==> config.mk <==
export PLATFORM = sky130hd
export DESIGN_NAME = parallel_panel_interface
export DESIGN_NICKNAME = d
export VERILOG_FILES = /design/src/parallel_panel_interface.v /design/src/word_fifo.v
export VERILOG_INCLUDE_DIRS = /design/src
export SDC_FILE = /design/constraint.sdc
export NUM_CORES = 1
export LEC_CHECK = 0
export BUFFER_PORTS_ARGS = -buffer_cell sky130_fd_sc_hd__buf_2
export CORE_MARGIN = 2
export CORE_UTILIZATION = 61
export DETAILED_ROUTE_END_ITERATION = 10
export HOLD_SLACK_MARGIN = 0.05
export PLACE_DENSITY = 0.85
export SETUP_SLACK_MARGIN = 0.1
export SLEW_MARGIN = 20
export SYNTH_ARGS = -nofsm -noshare
export SYNTH_HDL_FRONTEND = slang
export SYNTH_HIERARCHICAL = 1
export SYNTH_SLANG_ARGS = --single-unit
==> constraint.sdc <==
create_clock -name core_clk -period 7.91 [get_ports core_clk]
set_input_delay 0.791 -clock core_clk [delete_from_list [all_inputs] [get_ports core_clk]]
set_output_delay 0.791 -clock core_clk [all_outputs]
set_load 0.01 [all_outputs]
==> src/panel_driver_consts.vh <==
// Constants for the parallel panel driver.
`ifndef PANEL_DRIVER_CONSTS_VH
`define PANEL_DRIVER_CONSTS_VH
`define TYPE_SYNC_COMBINED   3'h0
`define TYPE_ASYNC_COMBINED  3'h1
`define TYPE_SYNC_STROBE     3'h2
`define TYPE_ASYNC_STROBE    3'h3
`define TYPE_CHARACTER       3'h4
`define DIV_PASS             8'h00
`define CFG_SETUP_LSB        0
`define CFG_STROBE_LSB       4
`define CFG_HOLD_LSB         8
`define CFG_FIELD_W          4
`define CHAR_BYTE_MSB        7
`define ST_IDLE              3'h0
`define ST_SETUP             3'h1
`define ST_STROBE            3'h2
`define ST_HOLD              3'h3
`define DMA_OFF              2'h0
`define DMA_FETCH            2'h1
`define DMA_WAIT             2'h2
`define FIFO_DEPTH_DEF       8
`endif

==> src/parallel_panel_interface.v <==
// Parallel panel driver: strobe engine, panel clock divider, frame DMA and status flags.
// How it works
// - Type 100 runs character protocol, low byte.
// - Character mode: read/write line, register select.
// - Type 001: combined enable, select, 16 bits.
// - Type 011: separate read and write strobes.
// - Sync types drive panel clock on secondary.
// - Async types offer secondary select for display.
// - Timing comes from selected select's config.
// - Panel clock divided by divisor, zero passes.
// - DMA uses one or two ping-pong buffers.
// - DMA writes appear as ordinary bus writes.
// - Buffers bounded by start/end; unused ignored.
// - DMA starts only once enable is set.
// - One event per completed frame buffer.
// - Done enable gates the interrupt request.
// - Flags record events regardless of enable.
// - Flag with enable requests; write-one clears.
`timescale 1ns/10ps
`include "panel_driver_consts.vh"
module parallel_panel_interface #(
	parameter DATA_W   = 16,
	parameter ADDR_W   = 16,
	parameter FIFO_DEP = `FIFO_DEPTH_DEF
) (
	input  wire              core_clk,
	input  wire              nrst,
	input  wire [2:0]        controller_type_select,
	input  wire [7:0]        panel_clock_divisor,
	input  wire [11:0]       select0_timing_config,
	input  wire [11:0]       select1_timing_config,
	input  wire              dma_drive_enable,
	input  wire              dma_two_buffers,
	input  wire              dma_target_select,
	input  wire              dma_target_is_data,
	input  wire              done_int_enable,
	input  wire [ADDR_W-1:0] buffer0_start_addr,
	input  wire [ADDR_W-1:0] buffer0_end_addr,
	input  wire [ADDR_W-1:0] buffer1_start_addr,
	input  wire [ADDR_W-1:0] buffer1_end_addr,
	output reg  [ADDR_W-1:0] memAddr,
	output reg               memRead,
	input  wire [DATA_W-1:0] memData,
	input  wire              memDataValid,
	input  wire              cpuValid,
	output reg               cpuReady,
	input  wire              cpuWrite,
	input  wire              cpuIsData,
	input  wire              cpuSelect,
	input  wire [DATA_W-1:0] cpuWdata,
	output reg  [DATA_W-1:0] cpuRdata,
	output reg               cpuRdataValid,
	input  wire [2:0]        statusClear,
	output reg               buffer0_complete_flag,
	output reg               buffer1_complete_flag,
	output reg               doneFlag,
	output reg               panelIrq,
	output reg               panel_cmd_data_select,
	output reg               panel_rw_or_write_strobe,
	output reg               panel_enable_or_read_strobe,
	output reg               panel_primary_select,
	output reg               panel_secondary_select_or_clk,
	output reg  [DATA_W-1:0] panelDataOut,
	output reg               panelDataOe_n,
	input  wire [DATA_W-1:0] panelDataIn
);
	localparam AW = (FIFO_DEP <= 2) ? 1 : (FIFO_DEP <= 4) ? 2 : (FIFO_DEP <= 8) ? 3 : (FIFO_DEP <= 16) ? 4 : 5;
	localparam FW = DATA_W + 1;

	// Panel timing clock: one-cycle tick, every cycle when divisor is zero.
	reg  [7:0] divCount;
	reg        panelTick;
	reg        panelClkLevel;
	always @(posedge core_clk or negedge nrst) begin
		if (!nrst) begin
			divCount      <= 8'h00;
			panelTick     <= 1'b0;
			panelClkLevel <= 1'b0;
		end else if (panel_clock_divisor == `DIV_PASS || divCount >= panel_clock_divisor - 8'h01) begin
			divCount      <= 8'h00;
			panelTick     <= 1'b1;
			panelClkLevel <= ~panelClkLevel;
		end else begin
			divCount  <= divCount + 8'h01;
			panelTick <= 1'b0;
		end
	end

	// Pin inputs are synchronised before use.
	reg [DATA_W-1:0] dinMeta;
	reg [DATA_W-1:0] dinSync;
	always @(posedge core_clk or negedge nrst) begin
		if (!nrst) begin
			dinMeta <= {DATA_W{1'h0}};
			dinSync <= {DATA_W{1'h0}};
		end else begin
			dinMeta <= panelDataIn;
			dinSync <= dinMeta;
		end
	end

	// DMA engine: fetches words into the FIFO.
	reg  [1:0]        dmaState;
	reg               curBuf;
	reg  [ADDR_W-1:0] fetchAddr;
	reg               fifoPush;
	reg  [FW-1:0]     fifoIn;
	reg               frameLast;
	wire              fifoInReady;
	wire              fifoOutValid;
	wire [FW-1:0]     fifoOut;
	reg               fifoPop;
	wire [ADDR_W-1:0] curEnd = curBuf ? buffer1_end_addr : buffer0_end_addr;

	word_fifo #(.WIDTH(FW), .DEPTH(FIFO_DEP), .AW(AW)) dataFifo (
		.core_clk (core_clk),
		.nrst     (nrst),
		.inValid  (fifoPush),
		.inReady  (fifoInReady),
		.inData   (fifoIn),
		.outValid (fifoOutValid),
		.outReady (fifoPop),
		.outData  (fifoOut)
	);

	always @(posedge core_clk or negedge nrst) begin
		if (!nrst) begin
			dmaState  <= `DMA_OFF;
			curBuf    <= 1'b0;
			fetchAddr <= {ADDR_W{1'b0}};
			memAddr   <= {ADDR_W{1'b0}};
			memRead   <= 1'b0;
			fifoPush  <= 1'b0;
			fifoIn    <= {FW{1'b0}};
			frameLast <= 1'b0;
		end else begin
			memRead  <= 1'b0;
			fifoPush <= 1'b0;
			case (dmaState)
			`DMA_OFF: begin
				curBuf    <= 1'b0;
				// frame starts at buffer 0 base
				fetchAddr <= buffer0_start_addr;
				if (dma_drive_enable) begin
					dmaState <= `DMA_FETCH;
				end
			end
			`DMA_FETCH: begin
				if (!dma_drive_enable) begin
					dmaState <= `DMA_OFF;
				end else if (fifoInReady && !fifoPush) begin
					memAddr   <= fetchAddr;
					memRead   <= 1'b1;
					frameLast <= (fetchAddr == curEnd);
					dmaState  <= `DMA_WAIT;
				end
			end
			`DMA_WAIT: begin
				if (memDataValid) begin
					// DMA word is tagged with its last-word-of-buffer marker
					fifoPush <= 1'b1;
					fifoIn   <= {frameLast, memData};
					dmaState <= dma_drive_enable ? `DMA_FETCH : `DMA_OFF;
					if (frameLast) begin
						// second buffer ignored in single mode
						curBuf    <= dma_two_buffers ? ~curBuf : 1'b0;
						fetchAddr <= (dma_two_buffers && !curBuf) ? buffer1_start_addr : buffer0_start_addr;
					end else begin
						fetchAddr <= fetchAddr + 1'b1;
					end
				end
			end
			default: dmaState <= `DMA_OFF;
			endcase
		end
	end

	// Transfer engine: one transfer at a time in setup, strobe and hold phases.
	reg  [2:0]        busState;
	reg  [3:0]        phaseCount;
	reg               xferSel;
	reg               xferWrite;
	reg               xferData;
	reg               xferDma;
	reg               xferLast;
	reg               doneBuf;
	reg               curBufAtPop;
	reg  [DATA_W-1:0] xferWord;
	reg               frameEvent;
	wire [11:0]       cfg = xferSel ? select1_timing_config : select0_timing_config;
	wire [3:0]        tSetup = cfg[`CFG_SETUP_LSB +: `CFG_FIELD_W];
	wire [3:0]        tStrobe = cfg[`CFG_STROBE_LSB +: `CFG_FIELD_W];
	wire [3:0]        tHold = cfg[`CFG_HOLD_LSB +: `CFG_FIELD_W];
	wire              isChar = (controller_type_select == `TYPE_CHARACTER);
	wire              isStrobeType = controller_type_select[1];
	wire              isSync = !controller_type_select[0] && !isChar;
	wire              active = (busState == `ST_STROBE);
	wire [DATA_W-1:0] charWord = {{(DATA_W-8){1'b0}}, xferWord[`CHAR_BYTE_MSB:0]};

	always @(posedge core_clk or negedge nrst) begin
		if (!nrst) begin
			busState      <= `ST_IDLE;
			phaseCount    <= 4'h0;
			xferSel       <= 1'b0;
			xferWrite     <= 1'b0;
			xferData      <= 1'b0;
			xferDma       <= 1'b0;
			xferLast      <= 1'b0;
			xferWord      <= {DATA_W{1'b0}};
			cpuReady      <= 1'b0;
			cpuRdata      <= {DATA_W{1'b0}};
			cpuRdataValid <= 1'b0;
			fifoPop       <= 1'b0;
			frameEvent    <= 1'b0;
			doneBuf       <= 1'b0;
		end else begin
			cpuReady      <= 1'b0;
			cpuRdataValid <= 1'b0;
			fifoPop       <= 1'b0;
			frameEvent    <= 1'b0;
			case (busState)
			`ST_IDLE: begin
				phaseCount <= 4'h0;
				if (fifoOutValid && !fifoPop && dma_drive_enable) begin
					fifoPop   <= 1'b1;
					xferSel   <= dma_target_select;
					xferWrite <= 1'b1;
					xferData  <= dma_target_is_data;
					xferDma   <= 1'b1;
					xferLast  <= fifoOut[DATA_W];
					xferWord  <= fifoOut[DATA_W-1:0];
					doneBuf   <= curBufAtPop;
					busState  <= `ST_SETUP;
				end else if (cpuValid && !cpuReady && !dma_drive_enable) begin
					// address and data writes pass in program order
					xferSel   <= cpuSelect;
					xferWrite <= cpuWrite;
					xferData  <= cpuIsData;
					xferDma   <= 1'b0;
					xferLast  <= 1'b0;
					xferWord  <= cpuWdata;
					busState  <= `ST_SETUP;
				end
			end
			`ST_SETUP: begin
				if (panelTick) begin
					if (phaseCount >= tSetup) begin
						phaseCount <= 4'h0;
						busState   <= `ST_STROBE;
					end else begin
						phaseCount <= phaseCount + 4'h1;
					end
				end
			end
			`ST_STROBE: begin
				if (panelTick) begin
					if (phaseCount >= tStrobe) begin
						phaseCount <= 4'h0;
						busState   <= `ST_HOLD;
						if (!xferWrite) begin
							cpuRdata <= isChar ? {{(DATA_W-8){1'b0}}, dinSync[`CHAR_BYTE_MSB:0]} : dinSync;
						end
					end else begin
						phaseCount <= phaseCount + 4'h1;
					end
				end
			end
			`ST_HOLD: begin
				if (panelTick) begin
					if (phaseCount >= tHold) begin
						busState <= `ST_IDLE;
						if (!xferDma) begin
							cpuReady      <= 1'b1;
							cpuRdataValid <= !xferWrite;
						end
						frameEvent <= xferDma && xferLast;
					end else begin
						phaseCount <= phaseCount + 4'h1;
					end
				end
			end
			default: busState <= `ST_IDLE;
			endcase
		end
	end

	// Buffer that the word at the FIFO head belongs to.
	always @(posedge core_clk or negedge nrst) begin
		if (!nrst) begin
			curBufAtPop <= 1'b0;
		end else if (!dma_drive_enable) begin
			curBufAtPop <= 1'b0;
		end else if (fifoPop && fifoOut[DATA_W]) begin
			curBufAtPop <= dma_two_buffers ? ~curBufAtPop : 1'b0;
		end
	end

	// Pin drive, registered.
	always @(posedge core_clk or negedge nrst) begin
		if (!nrst) begin
			panel_cmd_data_select         <= 1'b0;
			panel_rw_or_write_strobe      <= 1'b0;
			panel_enable_or_read_strobe   <= 1'b0;
			panel_primary_select          <= 1'b0;
			panel_secondary_select_or_clk <= 1'b0;
			panelDataOut                  <= {DATA_W{1'b0}};
			panelDataOe_n                 <= 1'b1;
		end else begin
			panel_cmd_data_select <= (busState != `ST_IDLE) && xferData;
			panelDataOut          <= isChar ? charWord : xferWord;
			panelDataOe_n         <= !((busState != `ST_IDLE) && xferWrite);
			if (isChar) begin
				// character protocol on low byte, enable per display
				panel_rw_or_write_strobe      <= (busState != `ST_IDLE) && !xferWrite;
				panel_enable_or_read_strobe   <= 1'b0;
				panel_primary_select          <= active && !xferSel;
				panel_secondary_select_or_clk <= active && xferSel;
			end else if (isStrobeType) begin
				panel_rw_or_write_strobe    <= !(active && xferWrite);
				panel_enable_or_read_strobe <= !(active && !xferWrite);
				panel_primary_select        <= !((busState != `ST_IDLE) && !xferSel);
				// sync types put panel clock on secondary pin
				// async types keep a second chip select
				panel_secondary_select_or_clk <= isSync ? panelClkLevel : !((busState != `ST_IDLE) && xferSel);
			end else begin
				panel_rw_or_write_strobe      <= !xferWrite;
				panel_enable_or_read_strobe   <= active;
				panel_primary_select          <= !((busState != `ST_IDLE) && !xferSel);
				panel_secondary_select_or_clk <= isSync ? panelClkLevel : !((busState != `ST_IDLE) && xferSel);
			end
		end
	end

	// Status flags: a new event wins over a simultaneous clear.
	always @(posedge core_clk or negedge nrst) begin
		if (!nrst) begin
			buffer0_complete_flag <= 1'b0;
			buffer1_complete_flag <= 1'b0;
			doneFlag              <= 1'b0;
			panelIrq              <= 1'b0;
		end else begin
			buffer0_complete_flag <= (frameEvent && !doneBuf) || (buffer0_complete_flag && !statusClear[0]);
			buffer1_complete_flag <= (frameEvent && doneBuf) || (buffer1_complete_flag && !statusClear[1]);
			doneFlag              <= frameEvent || (doneFlag && !statusClear[2]);
			panelIrq <= done_int_enable && (buffer0_complete_flag || buffer1_complete_flag || doneFlag);
		end
	end
endmodule

==> src/word_fifo.v <==
// Synchronous FIFO with valid and ready on both sides.
`timescale 1ns/10ps
module word_fifo #(
	parameter WIDTH = 17,
	parameter DEPTH = 8,
	parameter AW    = 3
) (
	input  wire             core_clk,
	input  wire             nrst,
	input  wire             inValid,
	output wire             inReady,
	input  wire [WIDTH-1:0] inData,
	output wire             outValid,
	input  wire             outReady,
	output wire [WIDTH-1:0] outData
);
	reg [WIDTH-1:0] mem [0:DEPTH-1];
	reg [AW-1:0]    wrPtr;
	reg [AW-1:0]    rdPtr;
	reg [AW:0]      count;
	wire            push;
	wire            pop;

	assign inReady  = (count != DEPTH[AW:0]);
	assign outValid = (count != {(AW+1){1'b0}});
	assign outData  = mem[rdPtr];
	assign push     = inValid && inReady;
	assign pop      = outValid && outReady;

	always @(posedge core_clk) begin
		if (push) begin
			mem[wrPtr] <= inData;
		end
	end

	always @(posedge core_clk or negedge nrst) begin
		if (!nrst) begin
			wrPtr <= {AW{1'b0}};
			rdPtr <= {AW{1'b0}};
			count <= {(AW+1){1'b0}};
		end else begin
			if (push) begin
				wrPtr <= (wrPtr == DEPTH[AW-1:0] - 1'b1) ? {AW{1'b0}} : wrPtr + 1'b1;
			end
			if (pop) begin
				rdPtr <= (rdPtr == DEPTH[AW-1:0] - 1'b1) ? {AW{1'b0}} : rdPtr + 1'b1;
			end
			if (push && !pop) begin
				count <= count + 1'b1;
			end else if (pop && !push) begin
				count <= count - 1'b1;
			end
		end
	end
endmodule

==> metrics.md, run 1 <==
| Metric | Value |
|---|---|
| FFs w/ async S/R, synth | `57.2%` |
| Final setup fails | `0` |
| Die Ht | `156 um` |
| Crit path from | `dmaState[1]` |
| Multi-input logic area | `5050 sq um` |
| Critical-path cell list | `and2b_1 -> nand2_1 -> inv_1 -> nand2_1 -> a21oi_1 -> a221oi_1 -> o31ai_1` |
| Routed vias/inst | `5.95` |
| EDFF count, synth | `136` |
| Worst Setup Slack, final | `4.85 ns` |
| CP required | `8.27 ns` |
| First-pass GRT wire length | `50.7 mm` |
| Crit path top cell by count | `nand2_1` |
| Crit path capture | `fetchAddr[8]` |
| Most common cell after layout, fill and taps aside | `buf_2` |
| Synthesized area per cell | `13.8 sq um` |
| Ys flop type | `dfrtp_1` |
| Core Footprint | `22600 sq um` |
| Origin of the critical flop-to-flop path | `dmaState[1]` |
| Syn nets | `1215` |
| IO buf count | `222` |
| Antenna violations before repair | `2` |
| Most frequent cells in the layout | `buf_2, dfrtp_1, edfxtp_1` |
| CTS tree | `yes` |
| Max-cap violations | `0` |
| Share of cells above drive strength 1 | `28.7%` |
| Initial Utilization | `62.1%` |
| Max frequency | `327 MHz` |
| Row cnt | `55` |
| Area Overhead vs Synth | `17.5%` |
| Critical Path AT | `3.42 ns` |
| Fin crit period | `3.06 ns` |
| Die width | `156 um` |
| WL final | `32.7 mm` |
| Crit-path slowest cell | `inv_1` |
| Critical Path End Type | `flip-flop` |
| Status | `complete, no violations` |
| Clock power frac | `26.9%` |
| Storage cell area | `8640 sq um` |
| HP Class | `input pin to async pin` |
| Sequential share of power | `45.3%` |
| Reg2Reg Depth | `7` |
| R2r endpoint | `fetchAddr[8]` |
| Worst slew margin | `23.3%` |
| Worst-path clk slew | `0.06 ns` |
| Place WS | `4.82 ns` |
| Post-cts hold buffer count | `0` |
| Reg2Reg Setup Slack | `4.85 ns` |
| Worst-Skew Late Latency | `0.53 ns` |
| I/O pins | `223` |
| Pwr dens | `347 nW/um^2` |
| Slew @ Worst Pin | `1.15 ns` |
| CTS Buffer Depth | `3` |
| Die area | `24200 sq um` |
| Nets@finish | `1433` |
| Post-CTS Resized | `0` |
| # clock sinks | `318` |
| Crit-path max cell delay | `0.66 ns` |
| DP HPWL | `20.3 mm` |
| Yosys Warn Count | `6` |
| WL per Instance | `21.2 um` |
| Setup Skew | `0.0257 ns` |
| Cells after Synth | `1016` |
| Startpoint types | `flip-flop` |
| Routability Congestion | `0.893` |
| Final Hold Vio Count | `0` |
| GRT overflow | `0` |
| CTS root buf | `clkbuf_16` |
| Total via count in the routed design | `9211` |
| RSZ-0062 raised after global routing | `no` |
| Critical Path Fanout Max | `29` |
| Fin crit share | `38.7%` |
| Starting DRC count in detailed routing | `796` |
| Critical setup path kind | `flip-flop to flip-flop` |
| Residual DRC count | `0` |
| Largest net degree at the start of global routing | `101` |
| Final antenna-violating net count | `0` |
| CTS Buf Count | `34` |
| Register area share after synthesis | `61.7%` |
| Fin Setup TNS | `0 ns` |
| # fillers | `1440` |
| Number of H-tree levels | `2` |
| Pre-antenna DRT Iters | `8` |
| Synth cell types | `74` |
| Number of global-route vias before repair | `9364` |
| P_sw | `0.00189 W` |
| Logic gate share of total power | `27.8%` |
| Synthesized cell area | `14000 sq um` |
| Peak supply drop | `0.277 mV` |
| #FFs+latches synth | `318` |
| LEAKAGE | `7.14 nW` |
| # Post-CTS Setup Buffers | `0` |
| Slew Limit Fails | `0` |
| Cell internal pwr | `0.00382 W` |
| GRT Util Overall | `27.2%` |
| Switching Share | `33.1%` |
| PnR Total Power | `0.00571 W` |
==> worst max-delay path: cells and delay by family (launching register included) <==
kind	cells	cell delay, ns
AOI/OAI and AO/OA	3	0.42
buffers and inverters	1	0.66
DFF	1	0.58
and+or+nand+nor	3	1.24
==> synthesized netlist by cell type (all sizes together) (4+ instances only) <==
cell type,n,area (sq um)
edfxtp,136,4080
inv,36,135
nor2,32,123
dfrtp,181,4530
nor3,15,85.1
buf,27,179
and2,9,56.3
nor4,5,31.3
o22ai,7,43.8
mux4,34,890
a21oi,14,70.1
nand3,30,150
o31ai,4,30.0
mux2,55,619
nor2b,5,31.3
a21o,10,75.1
ha,36,450
nand4,9,62.6
nand2,125,472
mux2i,52,521
o21ai,58,290
and3,5,41.3
o211ai,7,57.6
clkbuf,22,82.6
a31oi,4,25.0
xnor2,14,123
nand2b,10,70.1
xor2,26,228
==> worst min path at each step <==
stage | startpoint | end | slack [ns]
global route | panelDataIn[10] | dinMeta[10] | 0.36
global placement | dinMeta[2] | dinSync[2] | 0.33
CTS | dinMeta[14] | dinSync[14] | 0.35
floorplan | dinMeta[0] | dinSync[0] | 0.33
finish | nrst | panel_secondary_select_or_clk | 0.32
detailed placement | dinMeta[4] | dinSync[4] | 0.33
==> flip-flops by register name, indices dropped and copies added (netlist names), 3 cells and up <==
name,count
dinSync,16
panelDataOut,16
dataFifo/mem,136
dataFifo/rdPtr,3
dinMeta,16
xferWord,16
cpuRdata,16
memAddr,16
fetchAddr,16
divCount,8
fifoIn,17
dataFifo/count,4
dataFifo/wrPtr,3
phaseCount,4
==> power by group through the flow <==
stage | logic, W | registers (W) | clock network (W)
2_1_floorplan | 0.00113 | 0.00247 | 0
3_3_place_gp | 0.00146 | 0.00256 | 0
3_5_place_dp | 0.00153 | 0.00260 | 0
4_1_cts | 0.00158 | 0.00258 | 0.00155
5_1_grt | 0.00174 | 0.00264 | 0.00161
6_report | 0.00159 | 0.00259 | 0.00153
==> per-stage QoR <==
stage               instances  instance area, sq um  hold slack [ns]  utilization (%)
floorplan                1016                 14000            0.331                -
CTS                      1545                 16400            0.349             72.9
global route             1547                 16500            0.361             72.9
global placement         1483                 15400            0.332             68.1
detailed placement       1483                 15400            0.335             68.1
finish                   1547                 16500            0.321             72.9
==> layout make-up <==
cell class / instances / share of cell area, %
diodes: 2 / 0.0304
clock buffers: 47 / 5.83
clock inverters: 15 / 0.760
inverters: 36 / 0.821
multi-input cells: 613 / 30.7
flip-flops and latches: 318 / 52.5
well taps: 285 / 2.17
repair buffers: 231 / 7.23
==> cell families after synthesis <==
logic type               count (synthesis)  share of synthesized area [%]
flip-flops                             318                           61.7
AND/OR/NAND/NOR                        260                           8.87
adder cells (fa/ha/maj)                 37                           3.36
multiplexers                           141                           14.5
XOR/XNOR                                40                           2.50
AO/OA/AOI/OAI                          135                           6.28
buffers and inverters                   85                           2.83
==> layer usage <==
metal	up-vias	track usage, %	wire (um)
met3	58	3.97	2120
li1	4174	-	-
met2	422	47.5	16800
met4	0	8.39	746
met1	4557	35.6	13100
met5	-	0	0
Power figures use the tool's default switching activity.
==> run 2, diff against run 1 <==
--- a/config.mk
+++ b/config.mk
@@ -8,10 +8,10 @@
 export LEC_CHECK = 0
 export BUFFER_PORTS_ARGS = -buffer_cell sky130_fd_sc_hd__buf_2
 export CORE_MARGIN = 2
-export CORE_UTILIZATION = 61
+export CORE_UTILIZATION = 57
 export DETAILED_ROUTE_END_ITERATION = 10
 export HOLD_SLACK_MARGIN = 0.05
-export PLACE_DENSITY = 0.85
+export PLACE_DENSITY = 0.8
 export SETUP_SLACK_MARGIN = 0.1
 export SLEW_MARGIN = 20
 export SYNTH_ARGS = -nofsm -noshare
==> constraint.sdc (replaced) <==
create_clock -name core_clk -period 3.13 [get_ports core_clk]
set_input_delay 0.313 -clock core_clk [delete_from_list [all_inputs] [get_ports core_clk]]
set_output_delay 0.313 -clock core_clk [all_outputs]
set_load 0.01 [all_outputs]
==> metrics.md, run 2 (same netlist as run 1, synthesis figures left out) <==
| Metric | Value |
|---|---|
| Status | `complete, no violations (unchanged)` |
| Die width | `161 um (was 156 um)` |
| Largest net degree at the start of global routing | `75 (was 101)` |
| CTS Buf Count | `31 (was 34)` |
| Starting DRC count in detailed routing | `735 (was 796)` |
| Met1 wire length | `13.2 mm (was 13.1 mm)` |
| Die Ht | `161 um (was 156 um)` |
| Hold path depth | `3` |
| Number of H-tree levels | `1 (was 2)` |
| DP Area | `15500 sq um (was 15400 sq um)` |
| Max frequency | `354 MHz (was 327 MHz)` |
| Slew @ Worst Pin | `1.09 ns (was 1.15 ns)` |
| Critical setup path kind | `flip-flop to flip-flop (unchanged)` |
| Initial Utilization | `57.8% (was 62.1%)` |
| Min-delay src | `cpuWdata[5]` |
| Critical Path End Type | `flip-flop (unchanged)` |
| Total via count in the routed design | `9302 (was 9211)` |
| Slew Limit Fails | `0 (unchanged)` |
| Critical-path cell list | `or4_1 -> nand2_1 -> ha_1 -> inv_1 -> ha_1 -> or4_1 -> o211ai_1 -> o211ai_1 (was and2b_1 -> nand2_1 -> inv_1 -> nand2_1 -> a21oi_1 -> a221oi_1 -> o31ai_1)` |
| Most flop-heavy register | `dataFifo/mem (unchanged)` |
| GRT overflow | `0 (unchanged)` |
| Startpoint types | `flip-flop (unchanged)` |
| Crit-path slowest cell | `or4_1 (was inv_1)` |
| Fin area | `16900 sq um (was 16500 sq um)` |
| Critical Path Fanout Max | `6 (was 29)` |
| # clock sinks | `318 (unchanged)` |
| Pwr dens | `832 nW/um^2 (was 347 nW/um^2)` |
| Die area | `25800 sq um (was 24200 sq um)` |
| First-pass GRT wire length | `50.5 mm (was 50.7 mm)` |
| Instance count on the critical path | `8 (was 7)` |
| Top Registers | `dataFifo/mem (136), fifoIn (17) (unchanged)` |
| CTS root buf | `clkbuf_16 (unchanged)` |
| Area Overhead vs Synth | `20.9% (was 17.5%)` |
| Worst-path clk slew | `0.06 ns (about the same)` |
| Top sig layer | `met4 (unchanged)` |
| Pre-antenna DRT Iters | `5 (was 8)` |
| Critical Path AT | `3.24 ns (was 3.42 ns)` |
| Critical path's top delay family | `simple AND/OR/NAND/NOR gates (unchanged)` |
| Routed vias/inst | `5.68 (was 5.95)` |
| Worst Setup Slack, final | `0.309 ns (was 4.85 ns)` |
| I/O pins | `223 (unchanged)` |
| CTS tree | `yes (unchanged)` |
| WL final | `32.1 mm (was 32.7 mm)` |
| Crit-path max cell delay | `0.54 ns (was 0.66 ns)` |
| Post-CTS Resized | `0 (unchanged)` |
| Routed met3 length | `1.74 mm (was 2.12 mm)` |
| IO buf count | `222 (unchanged)` |
| Max FFs per register | `136 (unchanged)` |
| Final Hold Vio Count | `0 (unchanged)` |
| Reg2Reg Depth | `8 (was 7)` |
| Final core utilization | `69.8% (was 72.9%)` |
| Met2 wire len | `16.5 mm (was 16.8 mm)` |
| Peak supply drop | `0.589 mV (was 0.277 mV)` |
| Worst-Skew Late Latency | `0.55 ns (was 0.53 ns)` |
| WL per Instance | `19.6 um (was 21.2 um)` |
| Share of cells above drive strength 1 | `27.5% (was 28.7%)` |
| Antenna violations before repair | `1 (was 2)` |
| Routability Congestion | `0.867 (was 0.893)` |
| RSZ-0062 raised after global routing | `no (unchanged)` |
| Reg2Reg Setup Slack | `0.31 ns (was 4.85 ns)` |
| Origin of the critical flop-to-flop path | `dataFifo/count[0] (was dmaState[1])` |
| Number of global-route vias before repair | `9425 (was 9364)` |
| DP HPWL | `20.9 mm (was 20.3 mm)` |
| Setup Skew | `0.0125 ns (was 0.0257 ns)` |
| Fin crit share | `90.1% (was 38.7%)` |
| Core Footprint | `24200 sq um (was 22600 sq um)` |
| Most common cell after layout, fill and taps aside | `buf_2 (unchanged)` |
| Fin crit period | `2.82 ns (was 3.06 ns)` |
| Final setup fails | `0 (unchanged)` |
| R2r endpoint | `dataFifo/count[3] (was fetchAddr[8])` |
| Worst slew margin | `27.0% (was 23.3%)` |
| GRT Util Overall | `24.8% (was 27.2%)` |
| HP Class | `input pin to flip-flop (was input pin to async pin)` |
| Final antenna-violating net count | `0 (unchanged)` |
| Row cnt | `57 (was 55)` |
| LEAKAGE | `7.34 nW (was 7.14 nW)` |
| Most frequent cells in the layout | `buf_2, dfrtp_1, edfxtp_1 (unchanged)` |
| CP required | `3.55 ns (was 8.27 ns)` |
| Place WS | `0.342 ns (was 4.82 ns)` |
| CTS Buffer Depth | `3 (unchanged)` |
| Hold_ws | `0.0681 ns (was 0.321 ns)` |
| Buf+Inv Stages, Crit Path | `1 (unchanged)` |
| Max-cap violations | `0 (unchanged)` |
| Residual DRC count | `0 (unchanged)` |
| Nets@finish | `1488 (was 1433)` |
| Hold Crit Endpoint | `xferWord[5]` |
| Fin Setup TNS | `0 ns (unchanged)` |
==> run 2: layer usage <==
| metal | vias up | global-route usage [%] |
|---|---|---|
| met5 | - | 0 |
| met1 | 4653 | 32.5 |
| met4 | 0 | 6.82 |
| met2 | 322 | 44.2 |
| li1 | 4274 | - |
| met3 | 53 | 3.07 |
==> run 2: worst max path at each step <==
| stage | from | end | slack (ns) |
|---|---|---|---|
| floorplan | dataFifo/count[3] | dataFifo/mem[0][0] | 0.31 |
| global placement | dataFifo/count[0] | dataFifo/count[3] | 0.47 |
| detailed placement | dataFifo/count[0] | dataFifo/count[3] | 0.34 |
| CTS | dataFifo/count[0] | dataFifo/count[3] | 0.32 |
| global route | dataFifo/count[0] | dataFifo/count[3] | 0.13 |
| finish | dataFifo/count[0] | dataFifo/count[3] | 0.31 |
==> run 2: layout make-up <==
class | count | area [sq um]
fillers | 1642 | 7320
clock inverters | 13 | 121
multi-input cells | 613 | 5040
clock buffers | 44 | 835
well taps | 324 | 405
inverters | 36 | 135
diodes | 1 | 2.50
flip-flops and latches | 318 | 8640
repair buffers | 289 | 1760
==> run 2: power by group <==
group	internal [W]	switching [W]	leakage (nW)
Clock	0.00202	0.00151	0.465
Combinational	0.00201	0.00209	3.41
Sequential	0.00547	0.000998	3.47
Total	0.00949	0.00460	7.34
==> run 2: stage by stage <==
stage / power, W / instances
final: 0.0141 / 1638
after global routing: 0.0148 / 1638
after CTS: 0.0141 / 1637
after detailed placement: 0.0105 / 1536
after global placement: 0.0103 / 1536
after floorplan: 0.00910 / 1016
==> run 2: worst register-to-register path, delay by kind of cell, from the launching register on <==
| kind | cells | cell delay [ns] |
|---|---|---|
| simple gates | 3 | 1.25 |
| compound gates | 2 | 0.22 |
| fa+ha+maj | 2 | 0.64 |
| flops | 1 | 0.45 |
| buf+inv | 1 | 0.13 |
==> run 2: repair_timing <==
action,4_1_cts,5_1_grt
endpoints found under the setup margin,0,0
buffers inserted,0,0
endpoints found under the hold margin,114,0
hold buffers,44,0
==> run 3, diff against run 2 <==
--- a/config.mk
+++ b/config.mk
@@ -7,6 +7,7 @@
 export NUM_CORES = 1
 export LEC_CHECK = 0
 export BUFFER_PORTS_ARGS = -buffer_cell sky130_fd_sc_hd__buf_2
+export CORE_ASPECT_RATIO = 1.1
 export CORE_MARGIN = 2
 export CORE_UTILIZATION = 57
 export DETAILED_ROUTE_END_ITERATION = 10
==> metrics.md, run 3 (same netlist as run 1, synthesis figures left out) <==
| Metric | Value |
|---|---|
| Status | `complete, no violations (unchanged)` |
| Final antenna-violating net count | `0 (unchanged)` |
| Hold_ws | `0.0812 ns (was 0.0681 ns)` |
| Worst slew margin | `29.6% (was 27.0%)` |
| Nets@finish | `1484 (was 1488)` |
| # Post-CTS Setup Buffers | `0 (unchanged)` |
| Fin crit share | `89.9% (was 90.1%)` |
| Largest net degree at the start of global routing | `109 (was 75)` |
| Met3 Use GR | `3.68% (was 3.07%)` |
| Most frequent cells in the layout | `buf_2, dfrtp_1, edfxtp_1 (unchanged)` |
| Setup Skew | `0.0381 ns (was 0.0125 ns)` |
| Max frequency | `355 MHz (was 354 MHz)` |
| Final setup fails | `0 (unchanged)` |
| RSZ-0062 raised after global routing | `no (unchanged)` |
| I/O pins | `223 (unchanged)` |
| HP Class | `input pin to flip-flop (unchanged)` |
| GRT overflow | `0 (unchanged)` |
| Critical Path End Type | `flip-flop (unchanged)` |
| Critical Path Fanout Max | `6 (unchanged)` |
| Residual DRC count | `0 (unchanged)` |
| Slew Limit Fails | `0 (unchanged)` |
| Core Footprint | `24300 sq um (was 24200 sq um)` |
| WL per Instance | `18.9 um (was 19.6 um)` |
| Met1 Track Usage GR | `31.2% (was 32.5%)` |
| Peak supply drop | `0.613 mV (was 0.589 mV)` |
| CTS Buffer Depth | `3 (unchanged)` |
| Most common cell after layout, fill and taps aside | `buf_2 (unchanged)` |
| Fin Setup TNS | `0 ns (unchanged)` |
| Initial Utilization | `57.6% (was 57.8%)` |
| CTS root buf | `clkbuf_16 (unchanged)` |
| CP required | `3.50 ns (was 3.55 ns)` |
| Pwr dens | `848 nW/um^2 (was 832 nW/um^2)` |
| Critical setup path kind | `flip-flop to flip-flop (unchanged)` |
| IO buf count | `222 (unchanged)` |
| Startpoint types | `flip-flop (unchanged)` |
| Number of H-tree levels | `2 (was 1)` |
| Routed vias/inst | `5.62 (was 5.68)` |
| Pre-antenna DRT Iters | `4 (was 5)` |
| GRT busiest layer | `met2 (unchanged)` |
| WL final | `30.7 mm (was 32.1 mm)` |
| LEAKAGE | `7.40 nW (was 7.34 nW)` |
| Row cnt | `60 (was 57)` |
| Share of cells above drive strength 1 | `28.6% (was 27.5%)` |
| Final Hold Vio Count | `0 (unchanged)` |
| Starting DRC count in detailed routing | `580 (was 735)` |
| Die area | `25800 sq um (about the same)` |
| Number of global-route vias before repair | `9103 (was 9425)` |
| Grt met2 use | `41.1% (was 44.2%)` |
| Die Ht | `168 um (was 161 um)` |
| Routability Congestion | `0.856 (was 0.867)` |
| Total via count in the routed design | `9117 (was 9302)` |
| # clock sinks | `318 (unchanged)` |
| Critical Path AT | `3.18 ns (was 3.24 ns)` |
| Antenna violations before repair | `1 (unchanged)` |
| Worst-path clk slew | `0.06 ns (about the same)` |
| Max-cap violations | `0 (unchanged)` |
| GRT Util Overall | `23.8% (was 24.8%)` |
| Most flop-heavy register | `dataFifo/mem (unchanged)` |
| CTS Buf Count | `34 (was 31)` |
| Worst-Skew Late Latency | `0.52 ns (was 0.55 ns)` |
| Slew @ Worst Pin | `1.05 ns (was 1.09 ns)` |
| DP HPWL | `20.0 mm (was 20.9 mm)` |
| Top Registers | `dataFifo/mem (136), fifoIn (17) (unchanged)` |
| Die width | `153 um (was 161 um)` |
| CTS tree | `yes (unchanged)` |
| Area Overhead vs Synth | `21.4% (was 20.9%)` |
| Fin crit period | `2.81 ns (was 2.82 ns)` |
| Max FFs per register | `136 (unchanged)` |
| First-pass GRT wire length | `48.2 mm (was 50.5 mm)` |
## run 3: layout make-up
type | instances | area [sq um]
Multi-Input combinational cell | 613 | 5040
Fill cell | 1677 | 7310
Antenna cell | 1 | 2.50
Clock buffer | 43 | 905
Sequential cell | 318 | 8640
Clock inverter | 19 | 221
Timing Repair Buffer | 282 | 1690
Inverter | 36 | 135
Tap cell | 310 | 388
## run 3: critical path, cell delays in order (launching register included)
cell and delay (ns):
dfrtp_1 0.41, or4_1 0.55, nand2_1 0.19, ha_1 0.28
inv_1 0.13, ha_1 0.37, or4_1 0.53, o211ai_1 0.10
o211ai_1 0.10
## run 3: through the flow
stage	std cells	cell area [sq um]	total power, W	setup slack (ns)	utilization, %
3_3_place_gp	1523	15500	0.0103	0.453	63.8
4_1_cts	1621	17000	0.0145	0.327	69.9
3_5_place_dp	1523	15500	0.0105	0.342	63.8
6_report	1622	17000	0.0144	0.317	69.9
5_1_grt	1622	17000	0.0152	0.141	69.9
2_1_floorplan	1016	14000	0.00910	0.313	-
## run 3: report_power, final
part	leakage (nW)	internal, W	switching (W)	total, W
clock	0.561	0.00234	0.00161	0.00395
sequential	3.47	0.00547	0.000972	0.00644
combinational	3.38	0.00200	0.00204	0.00404
## run 3: repair_timing
item	in CTS	in global routing
hold endpoints to repair	140	0
resized for setup	0	0
hold buffers	36	0
setup endpoints to repair	0	0
## run 3: final timing paths
kind                            slack (ns)  cells past startpoint                 to                   from
worst min register to register        0.34                      0         dinSync[9]             dinMeta[9]
min in group asynchronous             0.52                      2        divCount[7]                   nrst
worst min-delay path                  0.08                      3       fetchAddr[6]  buffer0_start_addr[6]
worst max-delay path                  0.32                      8  dataFifo/count[3]      dataFifo/count[2]
max in group asynchronous             1.77                      3         dinMeta[2]                   nrst
worst max register to register        0.32                      8  dataFifo/count[3]      dataFifo/count[2]
## run 3: routing by layer
| metal | vias up | part of all wire (%) |
|---|---|---|
| li1 | 4273 | - |
| met1 | 4465 | 40 |
| met2 | 323 | 51 |
| met3 | 56 | 5.7 |
| met4 | 0 | 2.6 |
| met5 | - | 0 |
